### src/design/tti_consts.svh
// Register offsets, field positions, reset values and fixed counts of the tick timer block
`ifndef TTI_CONSTS_SVH
`define TTI_CONSTS_SVH

// ----------------------------------------
// Register offsets (byte addresses)
// ----------------------------------------
`define TTI_AW 12
`define TTI_OFS_CTRL 12'h010
`define TTI_OFS_RELOAD 12'h014
`define TTI_OFS_CURRENT 12'h018
`define TTI_OFS_CAL 12'h01c
`define TTI_OFS_EVT_STAT 12'h020
`define TTI_OFS_EVT_MASK 12'h024
`define TTI_OFS_SET_LO 12'h100
`define TTI_OFS_SET_HI 12'h104
`define TTI_OFS_CLR_LO 12'h180
`define TTI_OFS_CLR_HI 12'h184

// ----------------------------------------
// Field positions
// ----------------------------------------
`define TTI_BIT_ENABLE 0
`define TTI_BIT_TICK_EXCEPTION_ENABLE 1
`define TTI_BIT_CLKSRC 2
`define TTI_BIT_COUNTFLAG 16
`define TTI_EVT_ZERO 0
`define TTI_EVT_PEND 1

// ----------------------------------------
// Widths, reset values and fixed counts
// ----------------------------------------
`define TTI_CNT_W 24
`define TTI_N_IRQ 50
`define TTI_N_IRQ_HI 18
`define TTI_N_EVT 2
`define TTI_CTRL_RESET 3'h0
`define TTI_EVT_MASK_RESET 2'h0
`define TTI_REF_DIVIDE 6'h20
`define TTI_REF_ABSENT 1'b0
`define TTI_CAL_INEXACT 1'b0
`define TTI_TEN_MS_COUNT 24'h00_09c4

`endif

### src/design/tti_pkg.sv
// Types of the tick timer and interrupt enable bank
`include "tti_consts.svh"

package tti_pkg;

  typedef logic [`TTI_AW-1:0] tti_addr_t;

  typedef struct packed {
    logic [2:0] osc_sync;
    logic osc_level;
    logic [4:0] div_cnt;
    logic ref_tick;
    logic enable;
    logic tick_exception_enable;
    logic clksrc;
    logic countflag;
    logic [`TTI_CNT_W-1:0] reload;
    logic [`TTI_CNT_W-1:0] current;
    logic [`TTI_N_IRQ-1:0] irq_en;
    logic [`TTI_N_EVT-1:0] evt_stat;
    logic [`TTI_N_EVT-1:0] evt_mask;
    logic [31:0] rdata;
    logic pend;
  } tti_state_s;

endpackage

### src/design/tti_top.sv
// Tick down-counter with reference divider, calibration word and interrupt enable bank
//
// Overview of operation
// - Select bit 0 counts reference, 1 CPU clock
// - Pend tick exception at zero only if enabled
// - Enable going high loads reload and starts
// - Reload is 24-bit read/write, upper bits zero
// - Reference tick is oscillator pin divided by 32
// - Current read gives live count, upper zero
// - Any current write forces count to zero
// - Current write also clears reached-zero flag
// - Calibration bit 31 shows reference clock absent
// - Calibration bit 30 shows inexact ten ms value
// - Calibration field gives fixed ten ms count
// - Fixed count assumes 8 MHz oscillator input
// - Set view writing one enables that interrupt
// - Set view reads current enable state
// - Clear view writing one disables that interrupt
// - Clear view reads same enable state
// - Interrupts 0-31 low word, 32-49 high word
// - Zero flag sets at zero, clears on read
`timescale 1ns/1ps
`default_nettype none
`include "tti_consts.svh"

module tti_top (
  input wire logic clk_sys,
  input wire logic rst_b,
  input wire tti_pkg::tti_addr_t reg_addr,
  input wire logic [31:0] reg_wdata,
  input wire logic reg_wr,
  input wire logic reg_rd,
  output logic [31:0] reg_rdata,
  input wire logic oscillator_input_pin,
  output logic [`TTI_N_IRQ-1:0] irq_source_enable,
  output logic tick_exception_pend,
  output logic irq
);
  import tti_pkg::*;

  // ----------------------------------------
  // Reset release
  // ----------------------------------------
  logic rst_meta;
  logic rst_sync;

  always_ff @(posedge clk_sys or negedge rst_b) begin
    if (!rst_b) begin
      rst_meta <= 1'b0;
      rst_sync <= 1'b0;
    end else begin
      rst_meta <= 1'b1;
      rst_sync <= rst_meta;
    end
  end

  // ----------------------------------------
  // Decode
  // ----------------------------------------
  tti_state_s st;
  tti_state_s next_st;
  logic count_tick;
  logic zero_hit;
  logic wr_ctrl;
  logic wr_current;
  logic rd_ctrl;
  logic wr_enable_bank;

  assign wr_ctrl = reg_wr && (reg_addr == `TTI_OFS_CTRL);
  assign wr_current = reg_wr && (reg_addr == `TTI_OFS_CURRENT);
  assign rd_ctrl = reg_rd && (reg_addr == `TTI_OFS_CTRL);
  assign wr_enable_bank = reg_wr && ((reg_addr == `TTI_OFS_SET_LO) || (reg_addr == `TTI_OFS_SET_HI)
    || (reg_addr == `TTI_OFS_CLR_LO) || (reg_addr == `TTI_OFS_CLR_HI));
  assign count_tick = st.clksrc ? 1'b1 : st.ref_tick;
  assign zero_hit = st.enable && count_tick && (st.current == 24'h00_0001);

  // ----------------------------------------
  // Next state
  // ----------------------------------------
  always_comb begin
    next_st = st;
    // Pin is asynchronous; only a level seen twice alike is trusted
    next_st.osc_sync = {st.osc_sync[1:0], oscillator_input_pin};
    if (st.osc_sync[1] == st.osc_sync[2]) begin
      next_st.osc_level = st.osc_sync[2];
    end
    next_st.ref_tick = 1'b0;
    if (next_st.osc_level && !st.osc_level) begin
      if (st.div_cnt == 5'(`TTI_REF_DIVIDE - 6'h01)) begin
        next_st.div_cnt = 5'h00;
        next_st.ref_tick = 1'b1;
      end else begin
        next_st.div_cnt = st.div_cnt + 5'h01;
      end
    end
    // Counting
    if (st.enable && count_tick) begin
      if (st.current == 24'h00_0000) begin
        next_st.current = st.reload;
      end else begin
        next_st.current = st.current - 24'h00_0001;
      end
    end
    // Clears first, sets after, so an event never gets lost
    if (rd_ctrl) begin
      next_st.countflag = 1'b0;
    end
    if (wr_ctrl) begin
      next_st.enable = reg_wdata[`TTI_BIT_ENABLE];
      next_st.tick_exception_enable = reg_wdata[`TTI_BIT_TICK_EXCEPTION_ENABLE];
      next_st.clksrc = reg_wdata[`TTI_BIT_CLKSRC];
      if (reg_wdata[`TTI_BIT_ENABLE] && !st.enable) begin
        next_st.current = st.reload;
      end
    end
    if (reg_wr && (reg_addr == `TTI_OFS_RELOAD)) begin
      next_st.reload = reg_wdata[`TTI_CNT_W-1:0];
    end
    if (wr_current) begin
      next_st.current = 24'h00_0000;
      next_st.countflag = 1'b0;
    end
    if (reg_wr && (reg_addr == `TTI_OFS_SET_LO)) begin
      next_st.irq_en[31:0] = st.irq_en[31:0] | reg_wdata;
    end
    if (reg_wr && (reg_addr == `TTI_OFS_SET_HI)) begin
      next_st.irq_en[49:32] = st.irq_en[49:32] | reg_wdata[`TTI_N_IRQ_HI-1:0];
    end
    if (reg_wr && (reg_addr == `TTI_OFS_CLR_LO)) begin
      next_st.irq_en[31:0] = st.irq_en[31:0] & ~reg_wdata;
    end
    if (reg_wr && (reg_addr == `TTI_OFS_CLR_HI)) begin
      next_st.irq_en[49:32] = st.irq_en[49:32] & ~reg_wdata[`TTI_N_IRQ_HI-1:0];
    end
    if (reg_wr && (reg_addr == `TTI_OFS_EVT_STAT)) begin
      next_st.evt_stat = st.evt_stat & ~reg_wdata[`TTI_N_EVT-1:0];
    end
    if (reg_wr && (reg_addr == `TTI_OFS_EVT_MASK)) begin
      next_st.evt_mask = reg_wdata[`TTI_N_EVT-1:0];
    end
    next_st.pend = zero_hit && st.tick_exception_enable;
    if (zero_hit) begin
      next_st.countflag = 1'b1;
      next_st.evt_stat[`TTI_EVT_ZERO] = 1'b1;
    end
    if (next_st.pend) begin
      next_st.evt_stat[`TTI_EVT_PEND] = 1'b1;
    end
    // Read data, valid only in the cycle after the strobe
    next_st.rdata = 32'h0000_0000;
    if (reg_rd) begin
      case (reg_addr)
        `TTI_OFS_CTRL: begin
          next_st.rdata[`TTI_BIT_ENABLE] = st.enable;
          next_st.rdata[`TTI_BIT_TICK_EXCEPTION_ENABLE] = st.tick_exception_enable;
          next_st.rdata[`TTI_BIT_CLKSRC] = st.clksrc;
          next_st.rdata[`TTI_BIT_COUNTFLAG] = st.countflag;
        end
        `TTI_OFS_RELOAD: begin
          next_st.rdata = {8'h00, st.reload};
        end
        `TTI_OFS_CURRENT: begin
          next_st.rdata = {8'h00, st.current};
        end
        `TTI_OFS_CAL: begin
          // Exact only with an 8 MHz oscillator behind the divider
          next_st.rdata = {`TTI_REF_ABSENT, `TTI_CAL_INEXACT, 6'h00, `TTI_TEN_MS_COUNT};
        end
        `TTI_OFS_EVT_STAT: begin
          next_st.rdata = {30'h0000_0000, st.evt_stat};
        end
        `TTI_OFS_EVT_MASK: begin
          next_st.rdata = {30'h0000_0000, st.evt_mask};
        end
        `TTI_OFS_SET_LO, `TTI_OFS_CLR_LO: begin
          next_st.rdata = st.irq_en[31:0];
        end
        `TTI_OFS_SET_HI, `TTI_OFS_CLR_HI: begin
          next_st.rdata = {14'h0000, st.irq_en[49:32]};
        end
        default: begin
          next_st.rdata = 32'h0000_0000;
        end
      endcase
    end
  end

  always_ff @(posedge clk_sys or negedge rst_sync) begin
    if (!rst_sync) begin
      st <= '0;
    end else begin
      st <= next_st;
    end
  end

  // ----------------------------------------
  // Outputs
  // ----------------------------------------
  assign reg_rdata = st.rdata;
  assign irq_source_enable = st.irq_en;
  assign tick_exception_pend = st.pend;
  assign irq = |(st.evt_stat & st.evt_mask);
endmodule

`default_nettype wire

### config.mk
export PLATFORM = sky130hd
export DESIGN_NAME = tti_top
export DESIGN_NICKNAME = d
export VERILOG_FILES = /design/src/design/tti_pkg.sv /design/src/design/tti_top.sv
export VERILOG_INCLUDE_DIRS = /design/src /design/src/design
export SDC_FILE = /design/constraint.sdc
export NUM_CORES = 1
export LEC_CHECK = 0
export ABC_AREA = 1
export BUFFER_PORTS_ARGS = -buffer_cell sky130_fd_sc_hd__clkbuf_2
export CORE_MARGIN = 1.5
export CORE_UTILIZATION = 40
export DETAILED_ROUTE_END_ITERATION = 10
export HOLD_SLACK_MARGIN = 0.1
export PLACE_DENSITY = 0.6
export SETUP_SLACK_MARGIN = 0.2
export SLEW_MARGIN = 15
export SYNTH_ARGS = -nofsm -noshare
export SYNTH_HDL_FRONTEND = slang
export SYNTH_SLANG_ARGS = --single-unit
### constraint.sdc
create_clock -name clk_sys -period 7.01 [get_ports clk_sys]
set_clock_uncertainty 0.2 [all_clocks]
set_input_delay 0 -clock clk_sys [delete_from_list [all_inputs] [get_ports clk_sys]]
set_output_delay 0 -clock clk_sys [all_outputs]
set_load 0.03 [all_outputs]
Yosys cells after proc, flatten, opt, wreduce, memory -nomap -nowiden. Cells that the tools add are included.

Add/sub/neg operators: 2. Equal/unequal tests: 13. Multiplexer cells: 25. Bitwise gates (word level): 9. Reductions and logical operators: 26.

Operators by type and width (number): $mux 24 (5); $mux 32 (3); $pmux 13 s5 (1); $pmux 15 s4 (1); $eq 12x5->1 const B (4); $eq 12x9->1 const B (4); $mux 18 (2); $and 32x32->32 (1); $not 32->32 (1); $or 32x32->32 (1); $eq 12x6->1 const B (2); $eq 24x1->1 const B (1); $logic_not 24->1 (1); $pmux 3 s8 (1); $sub 24x1->24 const B (1); $and 18x18->18 (1); $not 18->18 (1); $or 18x18->18 (1); $logic_and 1x1->1 (15); $mux 1 (9); $reduce_bool 2->1 (4); $reduce_or 2->1 (3); $add 5x1->5 const B (1); $eq 5x5->1 const B (1); 8 further kinds (10).

Bits in registers: 151. Input bits: 49. Output and inout port bits: 84. Word-level logic and storage cells: 94.

Longest topological paths before layout. Gate-level depths: netlist of the first run.

Depth in word-level cells: 6. Mapped depth: 12. Depth with buffers taken out: 11.

Least setup slack after synthesis of the first run. OpenSTA, ideal clock, no wires.

Path type: register to register. Start point: reg st[87] (netlist name). End point: reg st[100] (netlist name). Setup time: 0.114 ns. Data arrival time: 1.555 ns. Required time: 6.696 ns. Slack: 5.141 ns. Stages on the path, launching flop included: 11. Buffers on the path: 1. Clock period less this slack: 1.869 ns. Cells stage by stage: dfrtp_1 -> inv_1 -> ha_1 -> nand2_1 -> nor2_2 -> nand3_2 -> buf_2 -> o211ai_1 -> nand3_1 -> nand2_1 -> inv_1.

RTL lines: start: declaration (RTL line tti_top.sv:60) `tti_state_s st;`; start signal: assignment (RTL line tti_top.sv:192) `st <= next_st;`.

==> results of run 1 <==
==> stage by stage <==
step | instances | util [%] | area (µm²)
floorplan | 1152 | - | 8590
global placement | 1447 | 42.0 | 8830
detailed placement | 1447 | 42.0 | 8830
CTS | 1543 | 47.9 | 10100
global route | 1543 | 47.9 | 10100
finish | 1543 | 47.9 | 10100
==> worst reg2reg max path, cell delays in order (launching register included) <==
cell	delay [ns]
dfrtp_1	0.40
inv_1	0.18
ha_1	0.24
nand2_1	0.08
nor2_2	0.22
nand3_2	0.48
o211ai_1	0.39
nand3_1	0.10
nand2_1	0.07
inv_1	0.04
==> layout make-up <==
cell class | instances | area (µm²) | share of cell area, %
well taps | 275 | 344 | 3.42
flip-flops and latches | 151 | 3780 | 37.5
repair buffers | 199 | 1320 | 13.1
clock inverters | 13 | 145 | 1.44
clock buffers | 19 | 453 | 4.50
multi-input cells | 696 | 3310 | 32.8
inverters | 190 | 719 | 7.14
==> Yosys cell counts (2+ instances only) <==
library cell	number
o211ai_1	20
dfrtp_1	151
a221oi_1	4
buf_6	2
nand2_2	4
clkbuf_1	14
nor3_1	9
nand3_2	4
nor2_4	2
o31ai_1	3
ha_1	5
inv_1	182
nor2_1	117
nand3_1	77
buf_2	11
nand2_1	261
buf_4	87
o21ai_0	91
a21oi_1	24
mux2_4	4
nor2_2	8
nand4_1	14
inv_4	2
o21a_1	8
o21ai_1	19
inv_2	5
xor2_1	6
o22ai_1	9
==> worst paths after layout <==
| path | from | endpoint | depth (start not counted) |
|---|---|---|---|
| worst max register to register | st[88] | st[89] | 9 |
| min in group asynchronous | rst_b | rst_meta | 3 |
| worst min-delay path | reg_addr[8] | reg_rdata[0] | 10 |
| max in group asynchronous | rst_sync | reg_rdata[4] | 1 |
| worst min register to register | rst_meta | rst_sync | 0 |
| worst max-delay path | reg_addr[0] | reg_rdata[8] | 13 |
==> power breakdown <==
group	switching, mW	total, mW	internal [mW]
registers	0.0816	1.02	0.936
clock network	0.390	0.937	0.547
logic	0.215	0.358	0.142
==> routing by layer <==
layer	part of all wire, %	vias to the layer above	global-route usage, %
met4	1.8	0	7.13
met3	5.7	33	4.76
li1	-	3761	-
met1	46	3586	30.9
met5	0	-	0
met2	46	244	35.5
==> cell families (layout without fill, tap and decap cells) <==
| logic type | count (synthesis) | after routing |
|---|---|---|
| adders and majority gates | 5 | 5 |
| buffers and inverters | 305 | 421 |
| other | 1 | 1 |
| and+or+nand+nor | 499 | 499 |
| AOI/OAI and AO/OA | 181 | 181 |
| muxes | 4 | 4 |
| DFF | 151 | 151 |
| xor gates and xnor gates | 6 | 6 |
==> results_tabular.tex, run 1 <==
\begin{tabular}{lr}
\hline
Metric & Value \\
\hline
\multicolumn{2}{l}{\textbf{Layout}} \\
Fraction of final layout cells with drive strength greater than 1 & 15.9\% \\
Nets & 1309 \\
Highest-count cells in the layout ignoring fill and taps & nand2\_1 (261), inv\_1 (182), dfrtp\_1 (150) \\
Number of filler instances in the final layout & 2060 \\
Signed area change from the synthesized netlist to the final layout & 17.3\% \\
\# diodes & 0 \\
Most common cell after layout, fill and taps aside & nand2\_1 \\
\multicolumn{2}{l}{\textbf{Timing}} \\
Unrepaired setup endpoints after global routing & no \\
Final Max Tran Viols & 0 \\
Crit share post-route & 52.3\% \\
Final Setup Violations & 0 \\
Final count of hold timing violations & 0 \\
Setup total negative slack & 0 ns \\
Remaining max-slew budget at the tightest pin & 27.6\% \\
Pin slew with the least headroom to its limit & 1.08 ns \\
Maximum operating frequency & 0.273 GHz \\
Final Hold Slack & about 0.11 ns \\
PnR worst setup slack & 3.34 ns \\
Post-layout min period & 3.67 ns \\
\multicolumn{2}{l}{\textbf{Synthesis}} \\
Count of flip-flops with a built-in enable after synthesis & 0 \\
Main combinational cell family by area after synthesis & simple AND/OR/NAND/NOR gates \\
Synth Area in XOR/XNOR & 0.612\% \\
Area fraction in compound gates after synthesis & 11.9\% \\
Ys async rst share & 100\% \\
Biggest area contributors in the synthesized netlist & dfrtp\_1 (44\%), nand2\_1 (11\%), inv\_1 (8.0\%), buf\_4 (7.6\%), o21ai\_0 (5.3\%) \\
Share of synthesized cell area in and, or, nand and nor gates & 24.5\% \\
Fraction of the yosys area taken by sequential cells & $\sim$44\% \\
Area fraction of the dominant cell type after synthesis & 44.0\% \\
Multiplexer fraction of the synthesized cell area & 0.699\% \\
Warning count from the yosys run & 0 \\
Cell taking the most area after synthesis & dfrtp\_1 \\
Syn Std Cell Area & 8590 µm² \\
Mapped Nets & 1206 \\
Number of distinct standard cells referenced by the synthesized netlist & 37 \\
Post-synthesis cell count & 1152 \\
Main flop type after synthesis & dfrtp\_1 \\
Synthesized area divided by synthesized cell count & 7.46 µm² \\
Adder and majority gate portion of the synthesized area & 0.728\% \\
Number of synthesized register bits & 151 \\
\multicolumn{2}{l}{\textbf{Power and ir drop}} \\
PwrDens & $\sim$230 nW/µm² \\
Static Leakage & 5.17 nW \\
Total power & about 2.3 mW \\
Maximum ir drop on the vdd rail & around 0.00017 V \\
\multicolumn{2}{l}{\textbf{Routing}} \\
Vias after detailed routing & 7624 \\
Number of DRC markers in iteration 0 & 648 \\
Average wire per standard cell & 15.5 µm \\
Detail-routed via count per cell & 4.94 \\
DRC violation count after routing & 0 \\
Antenna Nets Post-Route & 0 \\
Count of TritonRoute iterations in the first routing pass & 7 \\
DRT Wirelength & 24000 µm \\
\multicolumn{2}{l}{\textbf{Floorplan}} \\
Core footprint & 21000 µm² \\
Boundary Pins & 133 \\
Total Die Area & 22400 µm² \\
Die Y-Extent & about 150 µm \\
Number of rows in the core area & 53 \\
Die outline width & 150 µm \\
Initial core utilization & about two fifths \\
\multicolumn{2}{l}{\textbf{Worst setup path}} \\
Register-to-register setup slack & between 4 and 5 ns \\
Critical Path Source Type & input port \\
Buffers and inverters on the worst path & 6 \\
Arr. time, crit path & 3.78 ns \\
Cell type of the slowest stage on the worst timing path & o21ai\_2 \\
Element type at the critical path end & flop \\
Critical path data required time & $\sim$7.1 ns \\
Top fanout value on the critical path & 21 \\
CP Class & input port to flop \\
Dominant delay contributor by cell family on the critical path & buffers and inverters \\
Crit path top cell by count & dlygate4sd3\_1 \\
Cell-by-cell trace of the critical path & dlygate4sd3\_1 > clkbuf\_2 > nor2\_1 > dlygate4sd3\_1 > nand2\_1 > dlygate4sd3\_1 > inv\_2 > nand3\_2 > nand3\_1 > o21ai\_2 > nand2\_2 > o31ai\_1 > inv\_1 \\
Delay of the slowest critical-path stage & $\sim$0.62 ns \\
\multicolumn{2}{l}{\textbf{GRT}} \\
Number of global-route vias before repair & 7367 \\
Antenna violations before repair & 0 \\
Maximum number of pins on one net before global-route repair & 80 \\
Sum of overflow across all layers after global routing & 0 \\
Overall track demand over capacity in global routing & 22.5\% \\
Global-route wire length before repair & 38700 µm \\
\multicolumn{2}{l}{\textbf{Placed design}} \\
Quantity of I/O buffers inserted on ports & between 100 and 150 \\
Worst slack at placement & $\sim$4 ns \\
Routability congestion estimate & 0.855 \\
HPWL after detailed placement & 16700 µm \\
\multicolumn{2}{l}{\textbf{Clock tree}} \\
Buffer cell driving the clock tree root & clkbuf\_16 \\
Count of instances resized after the clock tree is built & 0 \\
Number of buffers inserted by hold repair at cts & 64 \\
TritonCTS Sinks & 151 \\
Number of clock buffers inserted by TritonCTS & 17 \\
TritonCTS clock tree & done \\
Post-CTS Repair Setup Buffers & 0 \\
Maximum clock insertion buffer count & 2 \\
Level count of the clock H-tree & 4 \\
Worst skew pair latency & 0.43 ns \\
Clock edge transition at the registers on the reported setup and hold paths & 0.06 ns \\
\multicolumn{2}{l}{\textbf{Run status}} \\
Status & finished, final reports clean \\
\multicolumn{2}{l}{\textbf{Job}} \\
Max-capacitance violation count & 0 \\
\multicolumn{2}{l}{\textbf{Worst hold path}} \\
Class of the tightest hold or removal check & input port to flop \\
\hline
\end{tabular}
Note: power is estimated with default switching activity, not from simulation.
==> run 2: changes to the inputs <==
==> constraint.sdc (replaced) <==
create_clock -name clk_sys -period 3.8 [get_ports clk_sys]
set_clock_uncertainty 0.2 [all_clocks]
set_input_delay 0 -clock clk_sys [delete_from_list [all_inputs] [get_ports clk_sys]]
set_output_delay 0 -clock clk_sys [all_outputs]
set_load 0.03 [all_outputs]
==> results_tabular.tex, run 2 (synthesized netlist as in run 1, its figures left out) <==
\begin{tabular}{lr}
\hline
Metric & Value \\
\hline
\multicolumn{2}{l}{\textbf{Run status}} \\
Status & finished, final reports clean \\
\multicolumn{2}{l}{\textbf{Layout}} \\
Fraction of final layout cells with drive strength greater than 1 & 16.2\% (+0.32 points) \\
Nets & 1315 (+0.46\%) \\
Signed area change from the synthesized netlist to the final layout & 17.7\% \\
Number of filler instances in the final layout & 2080 (+0.97\%) \\
Highest-count cells in the layout ignoring fill and taps & nand2\_1 (261), inv\_1 (182), dfrtp\_1 (150) \\
Area occupied by multi-input gates & 3310 µm² (unchanged) \\
Most common cell after layout, fill and taps aside & nand2\_1 \\
\# diodes & 0 (unchanged) \\
Post-route insts no fill & 1549 (+0.39\%) \\
Seq. cell area & 3780 µm² (unchanged) \\
\multicolumn{2}{l}{\textbf{Worst setup path}} \\
Worst reg2reg endpoint & st[102] \\
CP Class & input port to flop \\
Register-to-register setup slack & 1.37 ns (-3.13 ns) \\
Reg2Reg Launch Point & st[87] \\
Arr. time, crit path & 3.57 ns (-0.21 ns) \\
Element type at the critical path end & flop \\
Critical Path Source Type & input port \\
Crit path capture & st[137] \\
Top fanout value on the critical path & 5 (-76\%) \\
Worst Reg-to-Reg Cells & 9 (unchanged) \\
Critical path data required time & 3.97 ns (-3.15 ns) \\
Critical Path Source & reg\_addr[1] \\
\multicolumn{2}{l}{\textbf{GRT}} \\
Sum of overflow across all layers after global routing & 0 (unchanged) \\
Maximum number of pins on one net before global-route repair & 102 (+28\%) \\
Grt met2 use & 35.3\% (-0.18 points) \\
Global-route wire length before repair & 39400 µm (+1.6\%) \\
Most crowded layer after global routing & met2 \\
Overall track demand over capacity in global routing & 22.8\% (+0.25 points) \\
Number of global-route vias before repair & 7489 (+1.7\%) \\
Antenna violations before repair & 0 (unchanged) \\
Met3 layer usage reported by global route & 3.63\% (-1.1 points) \\
Met1 track demand over resource in global routing & 32.3\% (+1.4 points) \\
\multicolumn{2}{l}{\textbf{Worst hold path}} \\
Class of the tightest hold or removal check & input port to flop \\
\multicolumn{2}{l}{\textbf{Power and ir drop}} \\
Static Leakage & 5.19 nW (+0.45\%) \\
Maximum ir drop on the vdd rail & 0.000308 V (+80\%) \\
PwrDens & 415 nW/µm² (+81\%) \\
\multicolumn{2}{l}{\textbf{Clock tree}} \\
Buffer cell driving the clock tree root & clkbuf\_16 \\
TritonCTS Sinks & 151 (unchanged) \\
Post-CTS Repair Setup Buffers & 0 (unchanged) \\
Clock edge transition at the registers on the reported setup and hold paths & 0.06 ns (about the same) \\
Number of clock buffers inserted by TritonCTS & 17 (unchanged) \\
Number of buffers inserted by hold repair at cts & 64 (unchanged) \\
Count of instances resized after the clock tree is built & 0 (unchanged) \\
TritonCTS clock tree & done \\
Maximum clock insertion buffer count & 2 (unchanged) \\
Level count of the clock H-tree & 4 (unchanged) \\
Worst skew pair latency & 0.43 ns (about the same) \\
\multicolumn{2}{l}{\textbf{Timing}} \\
Pin slew with the least headroom to its limit & 0.948 ns (-0.133 ns) \\
Setup total negative slack & 0 ns (unchanged) \\
Final count of hold timing violations & 0 (unchanged) \\
Maximum operating frequency & between 0.2 and 0.3 GHz \\
Unrepaired setup endpoints after global routing & no \\
Final Hold Slack & 0.105 ns (-0.00731 ns) \\
Final Setup Violations & 0 (unchanged) \\
Final Max Tran Viols & 0 (unchanged) \\
Post-layout min period & 3.40 ns \\
Crit share post-route & 89.6\% \\
Remaining max-slew budget at the tightest pin & 36.2\% (+8.5 points) \\
\multicolumn{2}{l}{\textbf{Routing}} \\
Antenna Nets Post-Route & 0 (unchanged) \\
Average wire per standard cell & 15.5 µm (-0.49\%) \\
Count of TritonRoute iterations in the first routing pass & 5 (-2) \\
DRT Wirelength & 24000 µm (-0.10\%) \\
DRC violation count after routing & 0 (unchanged) \\
Number of DRC markers in iteration 0 & 606 (-6.5\%) \\
Detail-routed via count per cell & 4.89 (-0.94\%) \\
Vias after detailed routing & 7582 (-0.55\%) \\
\multicolumn{2}{l}{\textbf{Floorplan}} \\
Number of rows in the core area & 53 (unchanged) \\
Die outline width & 150 µm (unchanged) \\
Total Die Area & 22400 µm² (unchanged) \\
Die Y-Extent & 150 µm (unchanged) \\
Core footprint & 21000 µm² (unchanged) \\
Boundary Pins & 133 (unchanged) \\
Initial core utilization & 40.9\% (unchanged) \\
\multicolumn{2}{l}{\textbf{Placed design}} \\
Routability congestion estimate & 0.904 (+5.7\%) \\
Dpl cells & 1453 (+0.41\%) \\
HPWL after detailed placement & 16700 µm (-0.30\%) \\
Quantity of I/O buffers inserted on ports & 132 (unchanged) \\
\multicolumn{2}{l}{\textbf{Job}} \\
Max-capacitance violation count & 0 (unchanged) \\
\hline
\end{tabular}
-- run 2: changes by cell type in the layout (fill, tap and decap cells not counted) --
cell	previous run	this run
clkinvlp_4	3	4
clkinv_2	3	2
clkbuf_1	0	1
buf_12	0	1
bufinv_16	2	1
buf_4	3	8
inv_6	3	4
clkinv_4	3	2
-- run 2: where the power goes --
part	internal [mW]	total (mW)	switching, mW
logic	0.267	0.678	0.412
clock network	0.944	1.65	0.706
registers	1.73	1.87	0.142
total	2.94	4.20	1.26
-- run 2: worst min-delay path by stage --
stage,from,to,slack [ns],cells after the start
6_report,reg_addr[10],reg_rdata[3],0.10,6
3_5_place_dp,rst_b,rst_meta,-0.41,1
4_1_cts,reg_addr[10],reg_rdata[3],0.11,6
5_1_grt,reg_addr[10],reg_rdata[12],0.15,6
3_3_place_gp,rst_b,rst_meta,-0.41,1
2_1_floorplan,rst_b,rst_meta,-0.50,0
-- run 2: metal layers --
metal  up-vias  wire, µm
met4         0       523
met3        27      1170
met5         -         0
li1       3762         -
met1      3585     11400
met2       208     10800
-- run 2: final cells by class --
class	count	share of cell area [%]
clock buffers	20	4.52
multi-input cells	696	32.7
flip-flops and latches	151	37.4
clock inverters	12	1.16
well taps	275	3.40
repair buffers	205	13.7
inverters	190	7.12
-- run 2: through the flow --
step / util, % / setup WS [ns] / power, mW / area [µm²]
4_1_cts: 48.1 / 0.490 / 4.22 / 10100
5_1_grt: 48.1 / 0.245 / 4.43 / 10100
2_1_floorplan: - / 1.10 / 2.34 / 8590
3_5_place_dp: 42.3 / 1.15 / 2.53 / 8890
3_3_place_gp: 42.3 / 1.21 / 2.52 / 8890
6_report: 48.1 / 0.396 / 4.20 / 10100
-- run 2: critical path, stage by stage --
cell and delay [ns]:
dlygate4sd3_1 0.55, clkbuf_2 0.12, nor2_1 0.09, dlygate4sd3_1 0.54, nand2_1 0.10, nor4_1 0.83
nand2_1 0.10, dlygate4sd3_1 0.60, o21ai_0 0.07, dlygate4sd3_1 0.57
==> run 3: changes to the inputs <==
--- a/config.mk
+++ b/config.mk
@@ -6,7 +6,6 @@
 export SDC_FILE = /design/constraint.sdc
 export NUM_CORES = 1
 export LEC_CHECK = 0
-export ABC_AREA = 1
 export BUFFER_PORTS_ARGS = -buffer_cell sky130_fd_sc_hd__clkbuf_2
 export CORE_MARGIN = 1.5
 export CORE_UTILIZATION = 40
==> results_tabular.tex, run 3 <==
\begin{tabular}{lr}
\hline
Metric & Value \\
\hline
\multicolumn{2}{l}{\textbf{Worst setup path}} \\
Critical Path Source Type & input port \\
Buffers and inverters on the worst path & 5 (unchanged) \\
Delay of the slowest critical-path stage & 0.71 ns (-0.12 ns) \\
Element type at the critical path end & flop \\
CP Class & input port to flop \\
Cell-by-cell trace of the critical path & clkbuf\_2 > or4\_1 > nor3b\_2 > dlygate4sd3\_1 > buf\_4 > a21oi\_1 > o31ai\_1 > nand3\_1 > dlygate4sd3\_1 > a31oi\_1 > dlygate4sd3\_1 \\
Dominant delay contributor by cell family on the critical path & buffers and inverters \\
Crit path top cell by count & dlygate4sd3\_1 \\
Cell type of the slowest stage on the worst timing path & or4\_1 \\
Critical Path Source & reg\_addr[6] \\
Arr. time, crit path & 3.66 ns (+0.09 ns) \\
Critical path data required time & 3.96 ns (about the same) \\
Reg2Reg Launch Point & st[97] \\
Top fanout value on the critical path & 12 (+7) \\
\multicolumn{2}{l}{\textbf{Job}} \\
Max-capacitance violation count & 0 (unchanged) \\
\multicolumn{2}{l}{\textbf{Synthesis}} \\
Synth top cells by count & dfrtp\_1 (151), nand2\_1 (89), buf\_4 (84) \\
Count of flip-flops with a built-in enable after synthesis & 0 (unchanged) \\
Area fraction of the dominant cell type after synthesis & 48.2\% (+4.3 points) \\
Main flop type after synthesis & dfrtp\_1 \\
Mapped Nets & 837 (-31\%) \\
Ys async rst share & 100\% (unchanged) \\
Cell taking the most area after synthesis & dfrtp\_1 \\
Post-synthesis cell count & 783 (-32\%) \\
Number of distinct standard cells referenced by the synthesized netlist & 65 (+76\%) \\
Most used standard cell by instance count after synthesis & dfrtp\_1 \\
Fraction of the yosys area taken by sequential cells & 48.2\% (+4.3 points) \\
Synthesized area divided by synthesized cell count & 10.0 µm² (+34\%) \\
Syn Std Cell Area & 7830 µm² (-8.8\%) \\
Biggest area contributors in the synthesized netlist & dfrtp\_1 (48\%), buf\_4 (8.0\%), mux2\_2 (5.0\%), mux2i\_1 (4.3\%), nand2\_1 (4.3\%) \\
Number of synthesized register bits & 151 (unchanged) \\
Warning count from the yosys run & 0 (unchanged) \\
\multicolumn{2}{l}{\textbf{GRT}} \\
Antenna violations before repair & 0 (unchanged) \\
Number of global-route vias before repair & 5974 (-20\%) \\
Sum of overflow across all layers after global routing & 0 (unchanged) \\
Overall track demand over capacity in global routing & 20.6\% (-2.1 points) \\
Maximum number of pins on one net before global-route repair & 69 (-32\%) \\
Global-route wire length before repair & 32500 µm (-17\%) \\
\multicolumn{2}{l}{\textbf{Timing}} \\
Setup total negative slack & 0 ns (unchanged) \\
Final Max Tran Viols & 0 (unchanged) \\
Pin slew with the least headroom to its limit & 0.821 ns (-0.128 ns) \\
Final count of hold timing violations & 0 (unchanged) \\
Crit share post-route & 92.0\% (+2.4 points) \\
Maximum operating frequency & 0.286 GHz (-2.7\%) \\
PnR worst setup slack & 0.303 ns (-0.0930 ns) \\
Post-layout min period & 3.50 ns (+0.0930 ns) \\
Remaining max-slew budget at the tightest pin & 44.8\% (+8.6 points) \\
Final Setup Violations & 0 (unchanged) \\
Unrepaired setup endpoints after global routing & no \\
Final Hold Slack & 0.136 ns (+0.0307 ns) \\
\multicolumn{2}{l}{\textbf{Routing}} \\
Number of DRC markers in iteration 0 & 508 (-16\%) \\
Vias after detailed routing & 6181 (-18\%) \\
Antenna Nets Post-Route & 0 (unchanged) \\
Average wire per standard cell & 17.4 µm (+13\%) \\
Detail-routed via count per cell & 5.29 (+8.0\%) \\
Count of TritonRoute iterations in the first routing pass & 6 (+1) \\
DRC violation count after routing & 0 (unchanged) \\
DRT Wirelength & 20400 µm (-15\%) \\
\multicolumn{2}{l}{\textbf{Layout}} \\
Most common cell after layout, fill and taps aside & dfrtp\_1 \\
Highest-count cells in the layout ignoring fill and taps & dfrtp\_1 (150), clkbuf\_2 (132), nand2\_1 (89) \\
Signed area change from the synthesized netlist to the final layout & 19.6\% \\
Nets & 945 (-28\%) \\
Core occupancy in the finished layout & 48.5\% (+0.38 points) \\
Number of filler instances in the final layout & 1863 (-10\%) \\
Post-route insts no fill & 1169 (-25\%) \\
Fraction of final layout cells with drive strength greater than 1 & 26.3\% (+10 points) \\
Seq. cell area & 3780 µm² (unchanged) \\
Area occupied by multi-input gates & 3090 µm² (-6.5\%) \\
Final Instance Area & 9370 µm² (-7.3\%) \\
\# diodes & 0 (unchanged) \\
\multicolumn{2}{l}{\textbf{Placed design}} \\
Worst slack at placement & 0.784 ns (-0.363 ns) \\
Routability congestion estimate & 0.884 (-2.2\%) \\
Instance area after placement & 8190 µm² (-7.9\%) \\
Quantity of I/O buffers inserted on ports & 132 (unchanged) \\
HPWL after detailed placement & 13900 µm (-16\%) \\
Dpl cells & 1075 (-26\%) \\
\multicolumn{2}{l}{\textbf{Floorplan}} \\
Core footprint & 19300 µm² (-8.0\%) \\
Die Y-Extent & 143 µm (-4.4\%) \\
Boundary Pins & 133 (unchanged) \\
Total Die Area & 20400 µm² (-8.6\%) \\
Number of rows in the core area & 51 (-3.8\%) \\
Die outline width & 143 µm (-4.4\%) \\
Initial core utilization & 40.5\% (-0.35 points) \\
\multicolumn{2}{l}{\textbf{Run status}} \\
Status & finished, final reports clean \\
\multicolumn{2}{l}{\textbf{Clock tree}} \\
Number of clock buffers inserted by TritonCTS & 17 (unchanged) \\
TritonCTS clock tree & done \\
Count of instances resized after the clock tree is built & 0 (unchanged) \\
Buffer cell driving the clock tree root & clkbuf\_16 \\
Worst skew pair latency & 0.43 ns (about the same) \\
Clock edge transition at the registers on the reported setup and hold paths & 0.06 ns (about the same) \\
Level count of the clock H-tree & 4 (unchanged) \\
TritonCTS Sinks & 151 (unchanged) \\
Maximum clock insertion buffer count & 2 (unchanged) \\
\multicolumn{2}{l}{\textbf{Power and ir drop}} \\
Total power & 3.47 mW (-17\%) \\
Maximum ir drop on the vdd rail & 0.000300 V (-2.3\%) \\
PwrDens & 371 nW/µm² (-11\%) \\
Static Leakage & 4.48 nW (-14\%) \\
\multicolumn{2}{l}{\textbf{Worst hold path}} \\
Class of the tightest hold or removal check & flop to asynchronous set/reset pin \\
\hline
\end{tabular}
==> run 3: final cells by class <==
type	count	area share (%)
timing repair buffer	216	15.6
inverter	38	1.52
clock inverter	10	1.06
clock buffer	22	4.95
tap	265	3.54
multi-input combinational	467	33.0
sequential	151	40.4
==> run 3: power by group <==
group          total, mW  leakage (nW)  switching, mW  internal (mW)
combinational      0.198          2.36          0.106         0.0914
clock               1.61         0.247          0.675          0.935
sequential          1.66          1.87         0.0289           1.63
total               3.47          4.48          0.810           2.66
==> run 3: metal layers <==
metal | up-vias | wire [µm] | track usage [%]
li1 | 2909 | - | -
met1 | 3076 | 9800 | 29.4
met2 | 172 | 9310 | 32.0
met3 | 24 | 955 | 3.49
met4 | 0 | 306 | 6.62
met5 | - | 0 | 0
==> run 3: what timing repair did <==
item	4_1_cts	5_1_grt
setup buffers	0	0
endpoints found under the setup margin	0	0
hold buffers	62	0
endpoints found under the hold margin	120	0
==> run 3: cells by family after synthesis <==
kind of cell / share of synthesized area (%)
buffers and inverters: 12.5
xor gates and xnor gates: 1.01
adders and majority gates: 0.926
AOI/OAI and AO/OA: 12.5
and+or+nand+nor: 15.4
other: 0.0479
muxes: 9.38
DFF: 48.2
==> run 3: worst paths after layout <==
kind,endpoint,slack (ns),cells after the start
setup / recovery,reg_rdata[1],0.30,11
hold / removal,asynchronous set/reset pin,0.14,0
setup reg to reg,st[94],0.90,6
hold reg to reg,asynchronous set/reset pin,0.14,0
max in group asynchronous,asynchronous set/reset pin,2.36,1
min in group clk_sys,rst_sync,0.14,0
